==> config.mk <==
export PLATFORM = sky130hd
export DESIGN_NAME = meas_test_dev_flat
export DESIGN_NICKNAME = d
export VERILOG_FILES = /design/src/verilog/mtc_pkg.sv /design/src/verilog/serial_link_if.sv /design/src/verilog/meas_test_dev.sv /design/src/flat_wrapper.sv
export SDC_FILE = /design/constraint.sdc
export NUM_CORES = 1
export LEC_CHECK = 0
export BUFFER_PORTS_ARGS = -buffer_cell sky130_fd_sc_hd__buf_2
export CORE_AREA = 5 5 143 145
export DETAILED_ROUTE_END_ITERATION = 10
export DIE_AREA = 0 0 148 150
export HOLD_SLACK_MARGIN = 0.1
export PLACE_DENSITY = 0.58
export SLEW_MARGIN = 20
export SYNTH_ARGS = -nofsm -noshare
export SYNTH_HDL_FRONTEND = slang
export SYNTH_SLANG_ARGS = --single-unit
==> constraint.sdc <==
create_clock -name clk_sys_i -period 3.9 [get_ports clk_sys_i]
set_input_delay 0.195 -clock clk_sys_i [delete_from_list [all_inputs] [get_ports clk_sys_i]]
set_output_delay 0.195 -clock clk_sys_i [all_outputs]
set_load 0.02 [all_outputs]
==> src/verilog/mtc_pkg.sv <==
// Constants and types shared by both ends of the command link
`default_nettype none
package mtc_pkg;
  localparam int CLK_MHZ = 40;
  localparam int CAL_MAX_US = 3000;
  localparam int CAP_MAX_US = 250;
  localparam int SUP_MAX_NS = 25000;
  localparam int CAL_CYCLES = CAL_MAX_US * CLK_MHZ;
  localparam int CAP_CYCLES = CAP_MAX_US * CLK_MHZ;
  localparam int SUP_CYCLES = (SUP_MAX_NS * CLK_MHZ) / 1000;
  localparam int CNT_W = 17;
  // Link opcodes in bits 7:6 of the command byte (first byte, or the one after test access)
  localparam logic [1:0] OPC_WRITE = 2'h0;
  localparam logic [1:0] OPC_READ = 2'h1;
  localparam logic [1:0] OPC_DIRECT = 2'h3;
  localparam logic [5:0] CMD_TRANSPARENT = 6'h10;
  localparam logic [5:0] CMD_CAL_CAP = 6'h11;
  localparam logic [5:0] CMD_MEAS_CAP = 6'h12;
  localparam logic [5:0] CMD_MEAS_SUPPLY = 6'h13;
  localparam logic [5:0] CMD_TEST_ACCESS = 6'h14;
  // Device register space
  localparam logic [5:0] ADDR_ADC_OUT = 6'h25;
  localparam logic [5:0] ADDR_REG_CTRL = 6'h2c;
  localparam logic [5:0] ADDR_CAP_CTRL = 6'h2f;
  localparam logic [5:0] ADDR_CAP_DISP = 6'h30;
  localparam logic [5:0] TADDR_OBS = 6'h01;
  localparam logic [7:0] OBS_RESET = 8'h40;
  localparam int SUP_SEL_MSB = 2;
  localparam int MCAL_LSB = 3;
  localparam int DISP_BUSY = 0;
  localparam int DISP_OK = 1;
  localparam int DISP_ERR = 2;
  // Host controller APB map
  localparam logic [7:0] HADDR_CTRL = 8'h00;
  localparam logic [7:0] HADDR_TX = 8'h04;
  localparam logic [7:0] HADDR_RX = 8'h08;
  localparam logic [7:0] HADDR_STAT = 8'h0c;
  localparam logic [2:0] MAX_BYTES = 3'd4;
  typedef enum logic [1:0] {OP_CMD = 2'b00, OP_WR = 2'b01, OP_RD = 2'b11, OP_NONE = 2'b10} op_t;
  typedef enum logic [1:0] {M_IDLE = 2'b00, M_CAL = 2'b01, M_CAP = 2'b11, M_SUP = 2'b10} meas_t;
  typedef enum logic {H_IDLE = 1'b0, H_RUN = 1'b1} hstate_t;
endpackage
`default_nettype wire

==> src/verilog/serial_link_if.sv <==
// Serial command link between host controller and device
`default_nettype none
interface serial_link_if;
  logic sclk;
  logic mosi;
  logic miso;
  logic serial_select_n;
  modport host (output sclk, output mosi, output serial_select_n, input miso);
  modport dev (input sclk, input mosi, input serial_select_n, output miso);
endinterface
`default_nettype wire

==> src/verilog/meas_test_dev.sv <==
// Device end: command decode, measurements, test access and pin routing
//
// Local design decision: the APB interface to the registers.
`default_nettype none
module meas_test_dev #(
  parameter int CAL_CYCLES_P = mtc_pkg::CAL_CYCLES,
  parameter int CAP_CYCLES_P = mtc_pkg::CAP_CYCLES
) (
  input wire logic clk_sys_i,
  input wire logic sys_rst_i,
  serial_link_if.dev link,
  input wire logic ready_mode_i,
  input wire logic [9:0] supply_raw_i,
  input wire logic [7:0] cap_raw_i,
  input wire logic [15:0] obs_drive_i,
  input wire logic [15:0] obs_out_i,
  input wire logic cap_drive_normal_i,
  input wire logic cap_out_normal_i,
  output logic cap_sensor_drive_pin_o,
  output logic cap_sensor_out_pin_o,
  output logic test_mode_o,
  output logic transparent_o,
  output logic tx_direct_o,
  output logic [2:0] supply_sel_o,
  output logic busy_o,
  output logic cap_irq_o
);
  import mtc_pkg::*;

  function automatic logic obs_listed(input logic [3:0] c);
    obs_listed = (c >= 4'h1 && c <= 4'h7) || (c >= 4'hb && c <= 4'he);
  endfunction

  ////////////////////////////////////////////////////////////////////
  logic sclk_d_reg, ss_d_reg, miso_reg;
  logic [2:0] bit_reg;
  logic [7:0] rx_sh_reg, tx_sh_reg;
  op_t op_reg;
  logic [5:0] addr_reg;
  logic test_reg, transp_pend_reg, transparent_reg, tx_direct_reg;
  logic [7:0] reg_ctrl_reg, cap_ctrl_reg, cap_disp_reg, adc_reg, obs_reg;
  meas_t meas_reg;
  logic [CNT_W-1:0] cnt_reg;
  logic busy_reg, irq_reg, drive_pin_reg, out_pin_reg, test_mode_reg;

  wire in_frame = ~link.serial_select_n;
  wire sclk_rise = link.sclk & ~sclk_d_reg;
  wire sclk_fall = ~link.sclk & sclk_d_reg;
  wire ss_fall = ~link.serial_select_n & ss_d_reg;
  wire ss_rise = link.serial_select_n & ~ss_d_reg;
  wire [7:0] rx_byte = {rx_sh_reg[6:0], link.mosi};
  wire byte_done = in_frame & sclk_rise & (bit_reg == 3'd7);
  wire cmd_byte = byte_done & (op_reg == OP_CMD);
  wire is_direct = rx_byte[7:6] == OPC_DIRECT;
  wire is_read = rx_byte[7:6] == OPC_READ;
  wire direct = cmd_byte & is_direct;
  wire [5:0] code = rx_byte[5:0];
  wire rd_load = (cmd_byte & is_read) | (byte_done & (op_reg == OP_RD));
  wire wr_en = byte_done & (op_reg == OP_WR);
  wire [5:0] rd_addr = (op_reg == OP_CMD) ? code : addr_reg;
  // Test space holds only the observation register; all else reads zero
  wire [7:0] rd_test = (rd_addr == TADDR_OBS) ? obs_reg : 8'h00;
  wire [7:0] rd_norm = (rd_addr == ADDR_ADC_OUT) ? adc_reg :
                       (rd_addr == ADDR_REG_CTRL) ? reg_ctrl_reg :
                       (rd_addr == ADDR_CAP_CTRL) ? cap_ctrl_reg :
                       (rd_addr == ADDR_CAP_DISP) ? cap_disp_reg : 8'h00;
  wire [7:0] rd_data = test_reg ? rd_test : rd_norm;
  wire [5:0] addr_next = (op_reg == OP_CMD) ? (is_read ? code + 6'd1 : code) : addr_reg + 6'd1;
  wire mcal_zero = cap_ctrl_reg[7:MCAL_LSB] == '0;
  wire meas_idle = meas_reg == M_IDLE;
  wire start_cal = direct & (code == CMD_CAL_CAP) & mcal_zero & meas_idle;
  wire start_cap = direct & (code == CMD_MEAS_CAP) & meas_idle;
  wire start_sup = direct & (code == CMD_MEAS_SUPPLY) & meas_idle;
  wire [CNT_W-1:0] limit = (meas_reg == M_CAL) ? CNT_W'(CAL_CYCLES_P - 1) :
                           (meas_reg == M_CAP) ? CNT_W'(CAP_CYCLES_P - 1) :
                           CNT_W'(SUP_CYCLES - 1);
  wire meas_end = ~meas_idle & (cnt_reg == limit);
  wire [9:0] sup_div = supply_raw_i / 10'd3;
  wire [7:0] sup_res = (sup_div[9:8] != 2'b00) ? 8'hff : sup_div[7:0];
  wire cal_good = cap_raw_i != 8'hff;
  wire [3:0] obs_code = obs_reg[3:0];
  wire listed = obs_listed(obs_code);

  ////////////////////////////////////////////////////////////////////
  // Serial frame receiver; frame state clears at each select fall
  always_ff @(posedge clk_sys_i) begin
    if (sys_rst_i) begin
      sclk_d_reg <= 1'b0;
      ss_d_reg <= 1'b1;
      bit_reg <= 3'd0;
      rx_sh_reg <= 8'h00;
      op_reg <= OP_NONE;
      addr_reg <= 6'h00;
      test_reg <= 1'b0;
    end else begin
      sclk_d_reg <= link.sclk;
      ss_d_reg <= link.serial_select_n;
      if (ss_fall) begin
        bit_reg <= 3'd0;
        op_reg <= OP_CMD;
        test_reg <= 1'b0;
      end else if (in_frame & sclk_rise) begin
        bit_reg <= bit_reg + 3'd1;
        rx_sh_reg <= rx_byte;
        if (cmd_byte & is_direct) begin
          op_reg <= (code == CMD_TEST_ACCESS) ? OP_CMD : OP_NONE;
          test_reg <= code == CMD_TEST_ACCESS;
        end else if (cmd_byte) begin
          op_reg <= is_read ? OP_RD : OP_WR;
        end
        if (cmd_byte | byte_done & (op_reg == OP_WR | op_reg == OP_RD)) begin
          addr_reg <= addr_next;
        end
      end
    end
  end

  // Read data shifts out on falls so it is stable at the host's rise
  always_ff @(posedge clk_sys_i) begin
    if (sys_rst_i | ss_fall) begin
      tx_sh_reg <= 8'h00;
      miso_reg <= 1'b0;
    end else if (rd_load) begin
      tx_sh_reg <= rd_data;
    end else if (in_frame & sclk_fall) begin
      miso_reg <= tx_sh_reg[7];
      tx_sh_reg <= {tx_sh_reg[6:0], 1'b0};
    end
  end
  assign link.miso = miso_reg;

  ////////////////////////////////////////////////////////////////////
  // Transparent mode latches at frame end, drops at next frame start
  always_ff @(posedge clk_sys_i) begin
    if (sys_rst_i) begin
      transp_pend_reg <= 1'b0;
      transparent_reg <= 1'b0;
      tx_direct_reg <= 1'b0;
    end else begin
      if (ss_fall) begin
        transp_pend_reg <= 1'b0;
        transparent_reg <= 1'b0;
      end else begin
        if (direct & (code == CMD_TRANSPARENT)) begin
          transp_pend_reg <= 1'b1;
        end
        if (ss_rise & transp_pend_reg) begin
          transparent_reg <= 1'b1;
        end
      end
      tx_direct_reg <= transparent_reg & link.mosi;
    end
  end

  ////////////////////////////////////////////////////////////////////
  // Register file; test space reset values apply at every sys_rst_i
  always_ff @(posedge clk_sys_i) begin
    if (sys_rst_i) begin
      reg_ctrl_reg <= 8'h00;
      cap_ctrl_reg <= 8'h00;
      obs_reg <= OBS_RESET;
    end else if (wr_en & test_reg) begin
      if (addr_reg == TADDR_OBS) begin
        obs_reg <= rx_byte;
      end
    end else if (wr_en) begin
      if (addr_reg == ADDR_REG_CTRL) begin
        reg_ctrl_reg <= rx_byte;
      end
      if (addr_reg == ADDR_CAP_CTRL) begin
        cap_ctrl_reg <= rx_byte;
      end
    end
  end

  ////////////////////////////////////////////////////////////////////
  // Measurements run the full worst-case time; starts while not idle are ignored
  always_ff @(posedge clk_sys_i) begin
    if (sys_rst_i) begin
      meas_reg <= M_IDLE;
      cnt_reg <= '0;
      adc_reg <= 8'h00;
      cap_disp_reg <= 8'h00;
      irq_reg <= 1'b0;
      busy_reg <= 1'b0;
    end else begin
      irq_reg <= 1'b0;
      busy_reg <= ~meas_idle;
      cnt_reg <= meas_idle ? '0 : cnt_reg + CNT_W'(1);
      if (start_cal) begin
        meas_reg <= M_CAL;
        cap_disp_reg <= 8'h01 << DISP_BUSY;
      end else if (start_cap) begin
        meas_reg <= M_CAP;
      end else if (start_sup) begin
        meas_reg <= M_SUP;
      end else if (meas_end) begin
        meas_reg <= M_IDLE;
        unique case (meas_reg)
          M_CAL: begin
            cap_disp_reg <= 8'h01 << (cal_good ? DISP_OK : DISP_ERR);
            irq_reg <= ready_mode_i;
          end
          M_CAP: adc_reg <= cap_raw_i;
          M_SUP: adc_reg <= sup_res;
          M_IDLE: adc_reg <= adc_reg;
        endcase
      end
    end
  end

  ////////////////////////////////////////////////////////////////////
  // Sensor pins double as test pins for listed observation codes
  always_ff @(posedge clk_sys_i) begin
    if (sys_rst_i) begin
      drive_pin_reg <= 1'b0;
      out_pin_reg <= 1'b0;
      test_mode_reg <= 1'b0;
    end else begin
      test_mode_reg <= listed;
      drive_pin_reg <= listed ? obs_drive_i[obs_code] : cap_drive_normal_i;
      out_pin_reg <= listed ? obs_out_i[obs_code] : cap_out_normal_i;
    end
  end

  assign cap_sensor_drive_pin_o = drive_pin_reg;
  assign cap_sensor_out_pin_o = out_pin_reg;
  assign test_mode_o = test_mode_reg;
  assign transparent_o = transparent_reg;
  assign tx_direct_o = tx_direct_reg;
  assign supply_sel_o = reg_ctrl_reg[SUP_SEL_MSB:0];
  assign busy_o = busy_reg;
  assign cap_irq_o = irq_reg;
endmodule
`default_nettype wire

==> src/flat_wrapper.sv <==
// flat-port wrapper written by rule: the top's interface ports become plain ports
module meas_test_dev_flat import mtc_pkg::*;
#(
  parameter int CAL_CYCLES_P = mtc_pkg::CAL_CYCLES,
  parameter int CAP_CYCLES_P = mtc_pkg::CAP_CYCLES
)
  (clk_sys_i, sys_rst_i, ready_mode_i, supply_raw_i, cap_raw_i, obs_drive_i, obs_out_i, cap_drive_normal_i, cap_out_normal_i, cap_sensor_drive_pin_o, cap_sensor_out_pin_o, test_mode_o, transparent_o, tx_direct_o, supply_sel_o, busy_o, cap_irq_o, link_sclk, link_mosi, link_serial_select_n, link_miso);
  serial_link_if link_i ();
  input wire logic clk_sys_i;
  input wire logic sys_rst_i;
  input wire logic ready_mode_i;
  input wire logic [9:0] supply_raw_i;
  input wire logic [7:0] cap_raw_i;
  input wire logic [15:0] obs_drive_i;
  input wire logic [15:0] obs_out_i;
  input wire logic cap_drive_normal_i;
  input wire logic cap_out_normal_i;
  output logic cap_sensor_drive_pin_o;
  output logic cap_sensor_out_pin_o;
  output logic test_mode_o;
  output logic transparent_o;
  output logic tx_direct_o;
  output logic [2:0] supply_sel_o;
  output logic busy_o;
  output logic cap_irq_o;
  input wire logic [$bits(link_i.sclk)-1:0] link_sclk;
  input wire logic [$bits(link_i.mosi)-1:0] link_mosi;
  input wire logic [$bits(link_i.serial_select_n)-1:0] link_serial_select_n;
  output wire logic [$bits(link_i.miso)-1:0] link_miso;
  assign link_i.sclk = link_sclk;
  assign link_i.mosi = link_mosi;
  assign link_i.serial_select_n = link_serial_select_n;
  assign link_miso = link_i.miso;
  meas_test_dev #(.CAL_CYCLES_P(CAL_CYCLES_P), .CAP_CYCLES_P(CAP_CYCLES_P)) u_core (.clk_sys_i(clk_sys_i), .sys_rst_i(sys_rst_i), .link(link_i), .ready_mode_i(ready_mode_i), .supply_raw_i(supply_raw_i), .cap_raw_i(cap_raw_i), .obs_drive_i(obs_drive_i), .obs_out_i(obs_out_i), .cap_drive_normal_i(cap_drive_normal_i), .cap_out_normal_i(cap_out_normal_i), .cap_sensor_drive_pin_o(cap_sensor_drive_pin_o), .cap_sensor_out_pin_o(cap_sensor_out_pin_o), .test_mode_o(test_mode_o), .transparent_o(transparent_o), .tx_direct_o(tx_direct_o), .supply_sel_o(supply_sel_o), .busy_o(busy_o), .cap_irq_o(cap_irq_o));
endmodule
# [After elaboration in Yosys (flattened, before gate mapping)]
# Cells that the tools add are included.
[totals] word_cells=174 input_bits=58 output_inout_bits=11 reg_bits=97
[classes] reduce_logical=32 eq_ne=25 n_div=1 add_sub_neg=4 shift=1 n_mux=37 bitwise_logic=42 n_lt_le_gt_ge=5
[ops] cell="8-bit two-way mux" count=9
[ops] cell="6-bit == test, second input constant" count=6
[ops] cell="6-bit by 5-bit == test with 1-bit output, second input constant" count=5
[ops] cell="1-bit AND" count=25
[ops] cell="2-bit two-way mux" count=10
[ops] cell="6-bit two-way mux" count=3
[ops] cell="17-bit by 1-bit adder with 17-bit output, second input constant" count=1
[ops] cell="17-bit == test" count=1
[ops] cell="17-bit two-way mux" count=1
[ops] cell="8-bit case mux with 2 select lines" count=1
[ops] cell="14-bit two-way mux" count=1
[ops] cell="2-bit nonzero test" count=7
[ops] cell="1-bit NOT" count=13
[ops] cell="6-bit by 1-bit adder with 6-bit output, second input constant" count=2
[ops] cell="6-bit by 1-bit == test with 1-bit output, second input constant" count=2
[ops] cell="2-bit AND reduction" count=6
[ops] cell="10-bit by 2-bit divider with 10-bit output, second input constant" count=1
[ops] cell="1-bit two-way mux" count=10
[ops] cell="3-bit AND reduction" count=3
[ops] cell="1-bit binary-select mux with 4-bit select" count=2
[ops] cell="2-bit == test, second input constant" count=4
[ops] cell="8-bit inequality test, second input constant" count=1
[ops] cell="4-bit AND reduction" count=2
[ops] cell="1-bit by 2-bit << shifter with 8-bit output, first input constant" count=1
[ops] cell="other kinds (19)" count=30

# [Longest topological paths before layout]
# Gate-level depths: netlist of run 1.
[depth] ltp_word=11 depth_mapped=17 depth_no_buf=13

# [Least setup slack after synthesis of run 1]
# No wires, ideal clock.
[synth_path] path_type="in2reg" start="input port supply_raw_i[9]" end="register u_core.adc_reg[0]" required_ns=3.785 setup_ns=0.115 path_slack_ns=0.784 n_path_buf=3 path_stages=15 t_arrival_ns=3.002 path_cell_list="clkbuf_1 -> inv_2 -> nor3_1 -> o32ai_4 -> or2_1 -> buf_6 -> mux2i_1 -> a22oi_1 -> ha_1 -> buf_4 -> inv_1 -> a21oi_1 -> a2111o_1 -> a2111o_1 -> o21a_1"
[synth_via] elab_chain_len=4
[synth_rtl] element="start: declaration" line_no="flat_wrapper.sv:12" source="input wire logic [9:0] supply_raw_i;"
[synth_rtl] element="10-bit by 2-bit divider with 10-bit output *" line_no="meas_test_dev.sv:78" source="wire [9:0] sup_div = supply_raw_i / 10'd3;"
[synth_rtl] element="2-bit nonzero test" line_no="meas_test_dev.sv:79" source="wire [7:0] sup_res = (sup_div[9:8] != 2'b00) ? 8'hff : sup_div[7:0];"
[synth_rtl] element="8-bit two-way mux *" line_no="meas_test_dev.sv:79"
[synth_rtl] element="8-bit case mux with 2 select lines *" line_no="meas_test_dev.sv:199" source="unique case (meas_reg)"
[synth_rtl] element="end signal: assignment" line_no="meas_test_dev.sv:204" source="M_CAP: adc_reg <= cap_raw_i;"
[synth_rtl] element="end signal: assignment" line_no="meas_test_dev.sv:205" source="M_SUP: adc_reg <= sup_res;"
[synth_rtl] element="end signal: assignment" line_no="meas_test_dev.sv:206" source="M_IDLE: adc_reg <= adc_reg;"
[synth_rtl] element="end: declaration" line_no="meas_test_dev.sv:41" source="logic [7:0] reg_ctrl_reg, cap_ctrl_reg, cap_disp_reg, adc_reg, obs_reg;"
# Every way passes the cells marked *; elsewhere a longest branch is shown, timed or not.
# A chain may end at the register's enable or synchronous reset.

# [Worst setup path after layout of run 1]
[layout_path] start="input port supply_raw_i[7]" end="register u_core.adc_reg[0]"
# The elaborated chain is that of the path after synthesis.

==> results.json, run 1 <==
{
  "die_width_um": 148,
  "netlist_area_mm2": 0.00555,
  "synth-seq-area-share": 0.332,
  "critPathCaptureType": "register",
  "setup_viol": 0,
  "clockBufferDepth": 2,
  "htreeDepth": 3,
  "gp_congestion": 0.880,
  "worst_hold_slack_ns": 0.121,
  "r2r-start": "u_core.op_reg[1]$_SDFFE_PP1P_",
  "diodes": 0,
  "dieArea_mm2": 0.0222,
  "synth_ff_type": "dfxtp_1",
  "hold_path_class": "in -> reg",
  "drv_slew": 0,
  "synth_cell_types": 72,
  "cts_made_buffers": 9,
  "grt_max_degree": 36,
  "clkSinkCount": 92,
  "clockRootBuffer": "clkbuf_16",
  "slew-limit-headroom": 0.507,
  "critPathMaxFanout": 18,
  "skew_ns": 0.00539,
  "dpl.hpwl_um": 10600,
  "clk_latency_ns": 0.34,
  "final_hold_viol_count": 0,
  "grt_pass1_vias": 4913,
  "synth-edff-count": 0,
  "synth_adder_area_share": 0.0266,
  "max_slew.worst_pin.slew_ns": 0.736,
  "setup_tns_ns": 0,
  "worst_slack_ns": 0.530,
  "route.vias.total": 5096,
  "path_clk_slew_ns": 0.06,
  "port_buffers": 68,
  "ir_drop_v": 0.000238,
  "drt_iter0_markers": 374,
  "place_ws_ns": 0.220,
  "synthXorXnorAreaFrac": 0.0379,
  "ys_ff_latch": 92,
  "cp-start-kind": "input pin",
  "io_pins": 69,
  "cts_hold_buf": 3,
  "cp.arrival_ns": 3.61,
  "yosys_warnings": 0,
  "rsz0062_at_grt": "no",
  "maxCapViolCount": 0,
  "powerDensity_mw_per_mm2": 315,
  "critPathRequiredTime_ns": 4.14,
  "syn_nets": 761,
  "fmax_mhz": 297,
  "cts_tree": "yes",
  "drive_above_1_share": 0.158,
  "finalNonFillerCells": 979,
  "area_growth_pct": 14.2,
  "synth_top_family_by_area": "simple AND/OR/NAND/NOR gates",
  "grt_usage": 0.131,
  "syn_area_per_cell_um2": 8.02,
  "nets": 805,
  "synthMuxAreaShare": 0.0911,
  "dp_cells": 960,
  "drcViolationCount": 0,
  "worst-setup-path-type": "in -> reg",
  "num_rows": 51,
  "synth_compound_area_frac": 0.204,
  "vias_per_cell": 5.21,
  "core_mm2": 0.0191,
  "synthSimpleGateAreaFrac": 0.256,
  "grt-ovfl-total": 0,
  "worstHoldStart": "ready_mode_i",
  "min_period_ns": 3.37,
  "die-height_um": 150,
  "crit_start": "supply_raw_i[7]",
  "drt-total-wl_um": 14500,
  "async_flop_share": 0,
  "cts_setup_buffers": 0,
  "cts_resized": 0,
  "synth_cells": 692,
  "ant_nets": 0,
  "antenna_found_initial": 0,
  "status": "finished clean",
  "post_drt_wl_per_cell_um": 14.8,
  "fin_crit_sh": 0.864,
  "grt_pass1_wl_um": 24200,
  "n_fill_cell": 2051,
  "start_util": 0.291,
  "drtPass1Iterations": 6,
  "p_leak_nw": 2.39,
  "largest_reg_flops": 17
}
critical path: stages:
cell and delay (ns):
buf_2 0.27, nor3b_1 0.39, nor3_1 0.09, o32ai_1 0.49, or2_2 0.25, mux2i_1 0.12
a22oi_1 0.16, ha_1 0.38, inv_1 0.17, o21ai_0 0.11, a211oi_1 0.09, a2111o_1 0.33
a2111o_1 0.38, o21a_1 0.17
cells in the mapped netlist (all sizes together), types with 4 or more instances:
cell type  instances  area (µm²)
nor2b             10        62.6
a22oi             20         150
xnor2             11        96.3
dfxtp             92        1840
or2                6        37.5
buf               16         103
nand2b            10        62.6
or3                7        43.8
nand4             12        75.1
o221ai             4        35.0
mux4              10         225
nor3b              5        42.5
a21oi             62         314
xor2              13         114
and3               9        56.3
and3b              4        35.0
ha                11         138
inv               21        78.8
nand3             17        85.1
nand2             64         240
nor3              14        70.1
a221oi             4        35.0
nor4               4        25.0
o21ai             33         165
a31oi              5        31.3
and2              10        62.6
clkbuf            29         109
a222oi             5        50.1
nor2             104         393
mux2i             28         280
layer usage:
layer  up-vias  part of all wire  track usage
met3        18             0.049       0.0273
met4         0             0.014       0.0323
li1       2575                 -            -
met2       131              0.45        0.206
met1      2372              0.48        0.182
met5         -                 0            0
layout make-up:
class	instances	area, µm²	share of cell area
Multi-Input combinational cell	534	3420	0.539
Timing Repair Buffer	78	423	0.0667
Clock inverter	5	36.3	0.00573
Sequential cell	92	1840	0.291
Tap cell	238	298	0.0470
Inverter	21	78.8	0.0124
Clock buffer	11	243	0.0383
power breakdown:
group	total (mW)	switching, mW	internal [mW]	leakage (nW)
logic	0.225	0.132	0.0932	1.52
clock network	0.825	0.374	0.451	0.128
registers	0.946	0.00341	0.943	0.742
metrics by stage:
stage | utilization | total power [mW] | area, µm²
floorplan | - | 1.13 | 5550
global placement | 0.316 | 1.19 | 6030
detailed placement | 0.316 | 1.19 | 6030
CTS | 0.332 | 2.03 | 6340
global route | 0.332 | 2.09 | 6340
finish | 0.332 | 2.00 | 6340
cell families after synthesis:
| group | after synthesis |
|---|---|
| AND/OR/NAND/NOR | 290 |
| multiplexers | 38 |
| XOR/XNOR | 24 |
| adder cells (fa/ha/maj) | 12 |
| flip-flops | 92 |
| AO/OA/AOI/OAI | 170 |
| buffers and inverters | 66 |
layout by cell type (no fill, tap or decap), types with 3 or more instances in the layout:
cell type	n
xnor2_1	11
a31oi_1	5
a21o_1	3
clkbuf_16	9
nand3_1	17
mux4_2	10
nand2_1	64
dfxtp_1	92
a22oi_1	20
and2_1	10
nand2b_1	10
o21ai_0	33
or3_1	7
dlygate4sd3_1	3
mux2i_1	28
nor2b_1	10
or2_2	5
ha_1	11
inv_1	20
nand4_1	12
and3b_1	4
buf_2	68
xor2_1	13
buf_4	7
a221oi_1	4
nor3_1	14
and3_1	9
clkinvlp_4	3
o31ai_1	3
o221ai_1	4
a222oi_1	5
nor3b_1	4
a21oi_1	61
nor4_1	4
nor2_1	103
nor4b_1	3
path summary, 6_finish.rpt:
path	end	slack [ns]	depth (start not counted)
worst min-delay path	u_core.cap_irq_o$_SDFF_PP0_	0.12	3
worst max register to register	u_core.tx_sh_reg[2]$_SDFFE_PP0P_	1.17	8
worst min register to register	u_core.cnt_reg[0]$_SDFF_PP0_	0.45	1
worst max-delay path	u_core.adc_reg[0]$_SDFFE_PP0P_	0.53	14
Power figures use the tool's default switching activity.
==> run 2: changes to the inputs <==
- clock period: 3.9 -> 4 ns (I/O delays scaled with it)
==> run 2 against run 1 <==
Net effect: clock skew up 0.0028 ns; global-route usage shrank 0.068 points; via count decreased by 1.4%; flip-flop and latch count unchanged; highest routed layer unchanged; die area unchanged.
==> results.json, run 2 (synthesized netlist as in run 1, its figures left out) <==
{
  "fmax_mhz": 292,
  "reg2reg_slack_ns": 1.20,
  "p_switching_mw": 0.493,
  "cts_hold_buf": 4,
  "slew-limit-headroom": 0.533,
  "grt-ovfl-total": 0,
  "antenna_found_initial": 0,
  "critPathCaptureType": "register",
  "drive_above_1_share": 0.157,
  "powerDensity_mw_per_mm2": 330,
  "drcViolationCount": 0,
  "max_slew.worst_pin.slew_ns": 0.701,
  "drv_slew": 0,
  "grt_max_degree": 35,
  "drt_iter0_markers": 324,
  "worst-setup-path-type": "in -> reg",
  "die_width_um": 148,
  "path_clk_slew_ns": 0.06,
  "port_buffers": 68,
  "hold_path_class": "in -> reg",
  "worst_hold_slack_ns": 0.139,
  "setup_viol": 0,
  "drtPass1Iterations": 5,
  "setup_tns_ns": 0,
  "hold_path_depth": 2,
  "fin_crit_sh": 0.856,
  "hold_path_end": "u_core.ss_d_reg$_SDFF_PP1_",
  "cp-start-kind": "input pin",
  "skew_ns": 0.00820,
  "seqPwrFrac": 0.436,
  "critPathMaxFanout": 18,
  "route.vias.total": 5027,
  "worst_slack_ns": 0.577,
  "status": "finished clean",
  "cts_resized": 0,
  "combPwrFrac": 0.103,
  "ir_drop_v": 0.000226,
  "clkSinkCount": 92,
  "core_mm2": 0.0191,
  "io_pins": 69,
  "nets": 805,
  "cp.arrival_ns": 3.66,
  "clockBufferDepth": 2,
  "p_total_mw": 2.12,
  "ant_nets": 0,
  "grt_usage": 0.130,
  "vias_per_cell": 5.13,
  "clockRootBuffer": "clkbuf_16",
  "drt-total-wl_um": 14300,
  "final_common_cell": "nor2_1",
  "grt_pass1_wl_um": 23800,
  "htreeDepth": 3,
  "r2r-end": "u_core.tx_sh_reg[2]$_SDFFE_PP0P_",
  "dpl.hpwl_um": 10600,
  "power.internal_mw": 1.62,
  "area_growth_pct": 15.4,
  "cts_made_buffers": 9,
  "n_fill_cell": 1995,
  "maxCapViolCount": 0,
  "r2r-start": "u_core.op_reg[1]$_SDFFE_PP1P_",
  "post_drt_wl_per_cell_um": 14.6,
  "clk_latency_ns": 0.35,
  "place_ws_ns": 0.298,
  "cts_setup_buffers": 0,
  "dieArea_mm2": 0.0222,
  "reg2regPathDepth": 8,
  "power_frac_clock": 0.461,
  "final_hold_viol_count": 0,
  "largest_reg_flops": 17,
  "critPathRequiredTime_ns": 4.24,
  "rsz0062_at_grt": "no",
  "num_rows": 51,
  "final_cell_mix": "103 x nor2_1, 92 x dfxtp_1, 68 x buf_2",
  "gp_congestion": 0.876,
  "min_period_ns": 3.42,
  "cts_tree": "yes",
  "die-height_um": 150,
  "diodes": 0,
  "start_util": 0.291,
  "worstHoldStart": "link_serial_select_n",
  "p_leak_nw": 2.43,
  "swShare": 0.233,
  "grt_pass1_vias": 4746
}
-- run 2: worst max-delay path by stage --
stage,startpoint,end,cells after the start
after floorplan,supply_raw_i[9],u_core.adc_reg[0]$_SDFFE_PP0P_,15
after detailed placement,supply_raw_i[7],u_core.adc_reg[0]$_SDFFE_PP0P_,14
after global routing,supply_raw_i[7],u_core.adc_reg[0]$_SDFFE_PP0P_,14
after global placement,supply_raw_i[6],u_core.adc_reg[0]$_SDFFE_PP0P_,14
final,supply_raw_i[7],u_core.adc_reg[0]$_SDFFE_PP0P_,14
after CTS,supply_raw_i[7],u_core.adc_reg[0]$_SDFFE_PP0P_,14
-- run 2: layer usage --
metal | GRT usage | vias to the layer above | routed length [µm]
met1 | 0.181 | 2342 | 7080
met2 | 0.200 | 89 | 6410
met3 | 0.0242 | 21 | 523
met4 | 0.0476 | 0 | 302
met5 | 0 | - | 0
li1 | - | 2575 | -
-- run 2: power groups by stage --
stage	Clock [mW]	Sequential [mW]	Combinational, mW
6_report	0.974	0.923	0.219
2_1_floorplan	0	0.944	0.153
5_1_grt	1.04	0.922	0.244
3_3_place_gp	0	0.943	0.215
3_5_place_dp	0	0.943	0.214
4_1_cts	1.00	0.922	0.218
-- run 2: layout make-up --
class / instances / area [µm²] / share of cell area
well taps: 238 / 298 / 0.0465
clock inverters: 6 / 113 / 0.0176
multi-input cells: 534 / 3420 / 0.534
repair buffers: 78 / 425 / 0.0664
flip-flops and latches: 92 / 1840 / 0.288
clock buffers: 10 / 229 / 0.0358
inverters: 21 / 78.8 / 0.0123
-- run 2: critical path, cell delays in order --
cell	delay (ns)
buf_2	0.27
nor3b_1	0.48
nor3_1	0.15
o32ai_4	0.29
or2_1	0.35
a21oi_1	0.14
a22oi_1	0.20
ha_1	0.36
inv_1	0.16
o21ai_0	0.10
a211oi_1	0.09
a2111o_1	0.32
a2111o_1	0.37
o21a_1	0.17
-- run 2: through the flow --
step | utilization | instance area, µm² | cells
after detailed placement | 0.316 | 6020 | 959
after global placement | 0.316 | 6020 | 959
final | 0.336 | 6400 | 979
after floorplan | - | 5550 | 692
after global routing | 0.336 | 6400 | 979
after CTS | 0.336 | 6400 | 979
==> run 3: changes to the inputs <==
- GPL_TIMING_DRIVEN: not set -> 0
- PLACE_DENSITY: 0.58 -> 0.6
- clock period: 4 -> 3 ns (I/O delays scaled with it)
==> run 3 against run 2 <==
Net effect: worst setup slack worse by 0.49 ns; largest power group unchanged; clock-buffer cell count shrank 1; critical endpoint unchanged; sequential power up 33%; first-iteration DRC count is 40% higher; total power grew 40%.
==> results.json, run 3 (synthesized netlist as in run 1, its figures left out) <==
{
  "status": "finished clean",
  "dpl.hpwl_um": 11300,
  "grt_usage": 0.136,
  "cp_num_buf_inv": 4,
  "p_total_mw": 2.97,
  "grt_pass1_wl_um": 24900,
  "drive_above_1_share": 0.181,
  "grt_max_degree": 17,
  "ant_nets": 0,
  "worst_slack_ns": 0.0907,
  "final_common_cell": "nor2_1",
  "maxCapViolCount": 0,
  "cts_tree": "yes",
  "drv_slew": 0,
  "clk_latency_ns": 0.34,
  "finalInstanceArea_mm2": 0.00673,
  "drt-total-wl_um": 15400,
  "cp_top_family": "compound AO/OA/AOI/OAI gates",
  "ir_drop_v": 0.000373,
  "die-height_um": 150,
  "diodes": 0,
  "grt-ovfl-total": 0,
  "largest_reg_flops": 17,
  "cp.arrival_ns": 3.15,
  "nets": 843,
  "fin_util": 0.353,
  "worst-setup-path-type": "in -> reg",
  "post_drt_wl_per_cell_um": 15.2,
  "cts_made_buffers": 9,
  "max_slew.worst_pin.slew_ns": 0.693,
  "num_rows": 51,
  "drt_iter0_markers": 452,
  "place_ws_ns": -0.388,
  "drcViolationCount": 0,
  "setup_tns_ns": 0,
  "cp-start-kind": "input pin",
  "skew_ns": 0.00740,
  "final_hold_viol_count": 0,
  "route.vias.total": 5296,
  "fin_crit_sh": 0.970,
  "grt_pass1_vias": 4882,
  "core_mm2": 0.0191,
  "fmax_mhz": 344,
  "dp_cells": 993,
  "clkSinkCount": 92,
  "critPathMaxFanout": 9,
  "hold_path_class": "in -> reg",
  "cpMaxStageDelayCell": "a2111o_1",
  "min_period_ns": 2.91,
  "cpPeakStageDelay_ns": 0.39,
  "setup_viol": 0,
  "dieArea_mm2": 0.0222,
  "clockRootBuffer": "clkbuf_16",
  "clockBufferDepth": 2,
  "drtPass1Iterations": 5,
  "antenna_found_initial": 1,
  "final_cell_mix": "102 x nor2_1, 92 x dfxtp_1, 68 x buf_2",
  "place_area_mm2": 0.00620,
  "vias_per_cell": 5.21,
  "htreeDepth": 3,
  "critPathCaptureType": "register",
  "io_pins": 69,
  "slew-limit-headroom": 0.538,
  "finalNonFillerCells": 1017,
  "gp_congestion": 0.888,
  "rsz0062_at_grt": "yes",
  "powerDensity_mw_per_mm2": 442,
  "p_leak_nw": 2.54,
  "worstPathCellList": "buf_4 -> or3b_1 -> o211a_2 -> o32ai_4 -> or2_1 -> buf_6 -> a21oi_2 -> a22oi_2 -> ha_2 -> buf_6 -> inv_2 -> o21ai_0 -> a211oi_1 -> a2111o_1 -> a2111o_1 -> o21a_1",
  "start_util": 0.291,
  "die_width_um": 148,
  "worst_hold_slack_ns": 0.116,
  "path_clk_slew_ns": 0.07,
  "port_buffers": 63,
  "area_growth_pct": 21.3,
  "critPathRequiredTime_ns": 3.24
}
run 3: cell count changes in the layout (fill, tap and decap cells not counted), moves of 2 or more:
cell / before / now
nor3b_1: 4 / 2
buf_4: 6 / 9
clkinv_4: 2 / 0
clkbuf_1: 1 / 28
buf_6: 0 / 3
buf_1: 0 / 2
a22oi_2: 0 / 3
a22oi_1: 20 / 17
run 3: worst paths after layout:
kind,start,cells after the start,slack [ns],end
max,supply_raw_i[6],16,0.09,u_core.adc_reg[0]$_SDFFE_PP0P_
min,link_mosi,3,0.12,u_core.tx_direct_o$_SDFF_PP0_
max reg2reg,u_core.cnt_reg[0]$_SDFF_PP0_,8,0.31,u_core.adc_reg[3]$_SDFFE_PP0P_
min reg2reg,u_core.transparent_o$_SDFFE_PP0P_,2,0.45,u_core.tx_direct_o$_SDFF_PP0_
run 3: metal layers:
layer | track usage | share of wire
met4 | 0.0282 | 0.012
met1 | 0.186 | 0.46
met3 | 0.0248 | 0.049
met5 | 0 | 0.00084
met2 | 0.224 | 0.48
run 3: repair_timing:
item,CTS,global route
hold buffers,5,0
resized for setup,3,13
pin swaps,0,4
endpoints found under the hold margin,5,0
endpoints found under the setup margin,1,17
buffers inserted,0,3
run 3: worst reg2reg max path, delay by kind of cell (launching register included):
family	cells	cell delay [ns]
fa+ha+maj	1	0.22
simple gates	4	1.33
flops	1	0.36
compound gates	2	0.46
buf+inv	1	0.25
run 3: area by class of cell:
cell class,instances,area (µm²)
clock buffer,9,225
inverter,21,78.8
timing repair buffer,71,388
buffer,45,221
multi-input combinational,534,3530
clock inverter,7,145
tap,238,298
fill,1982,12300
sequential,92,1840
run 3: report_power, final:
group / internal [mW] / switching [mW]
sequential: 1.23 / 0.00445
clock: 0.906 / 0.498
combinational: 0.146 / 0.192
total: 2.28 / 0.694
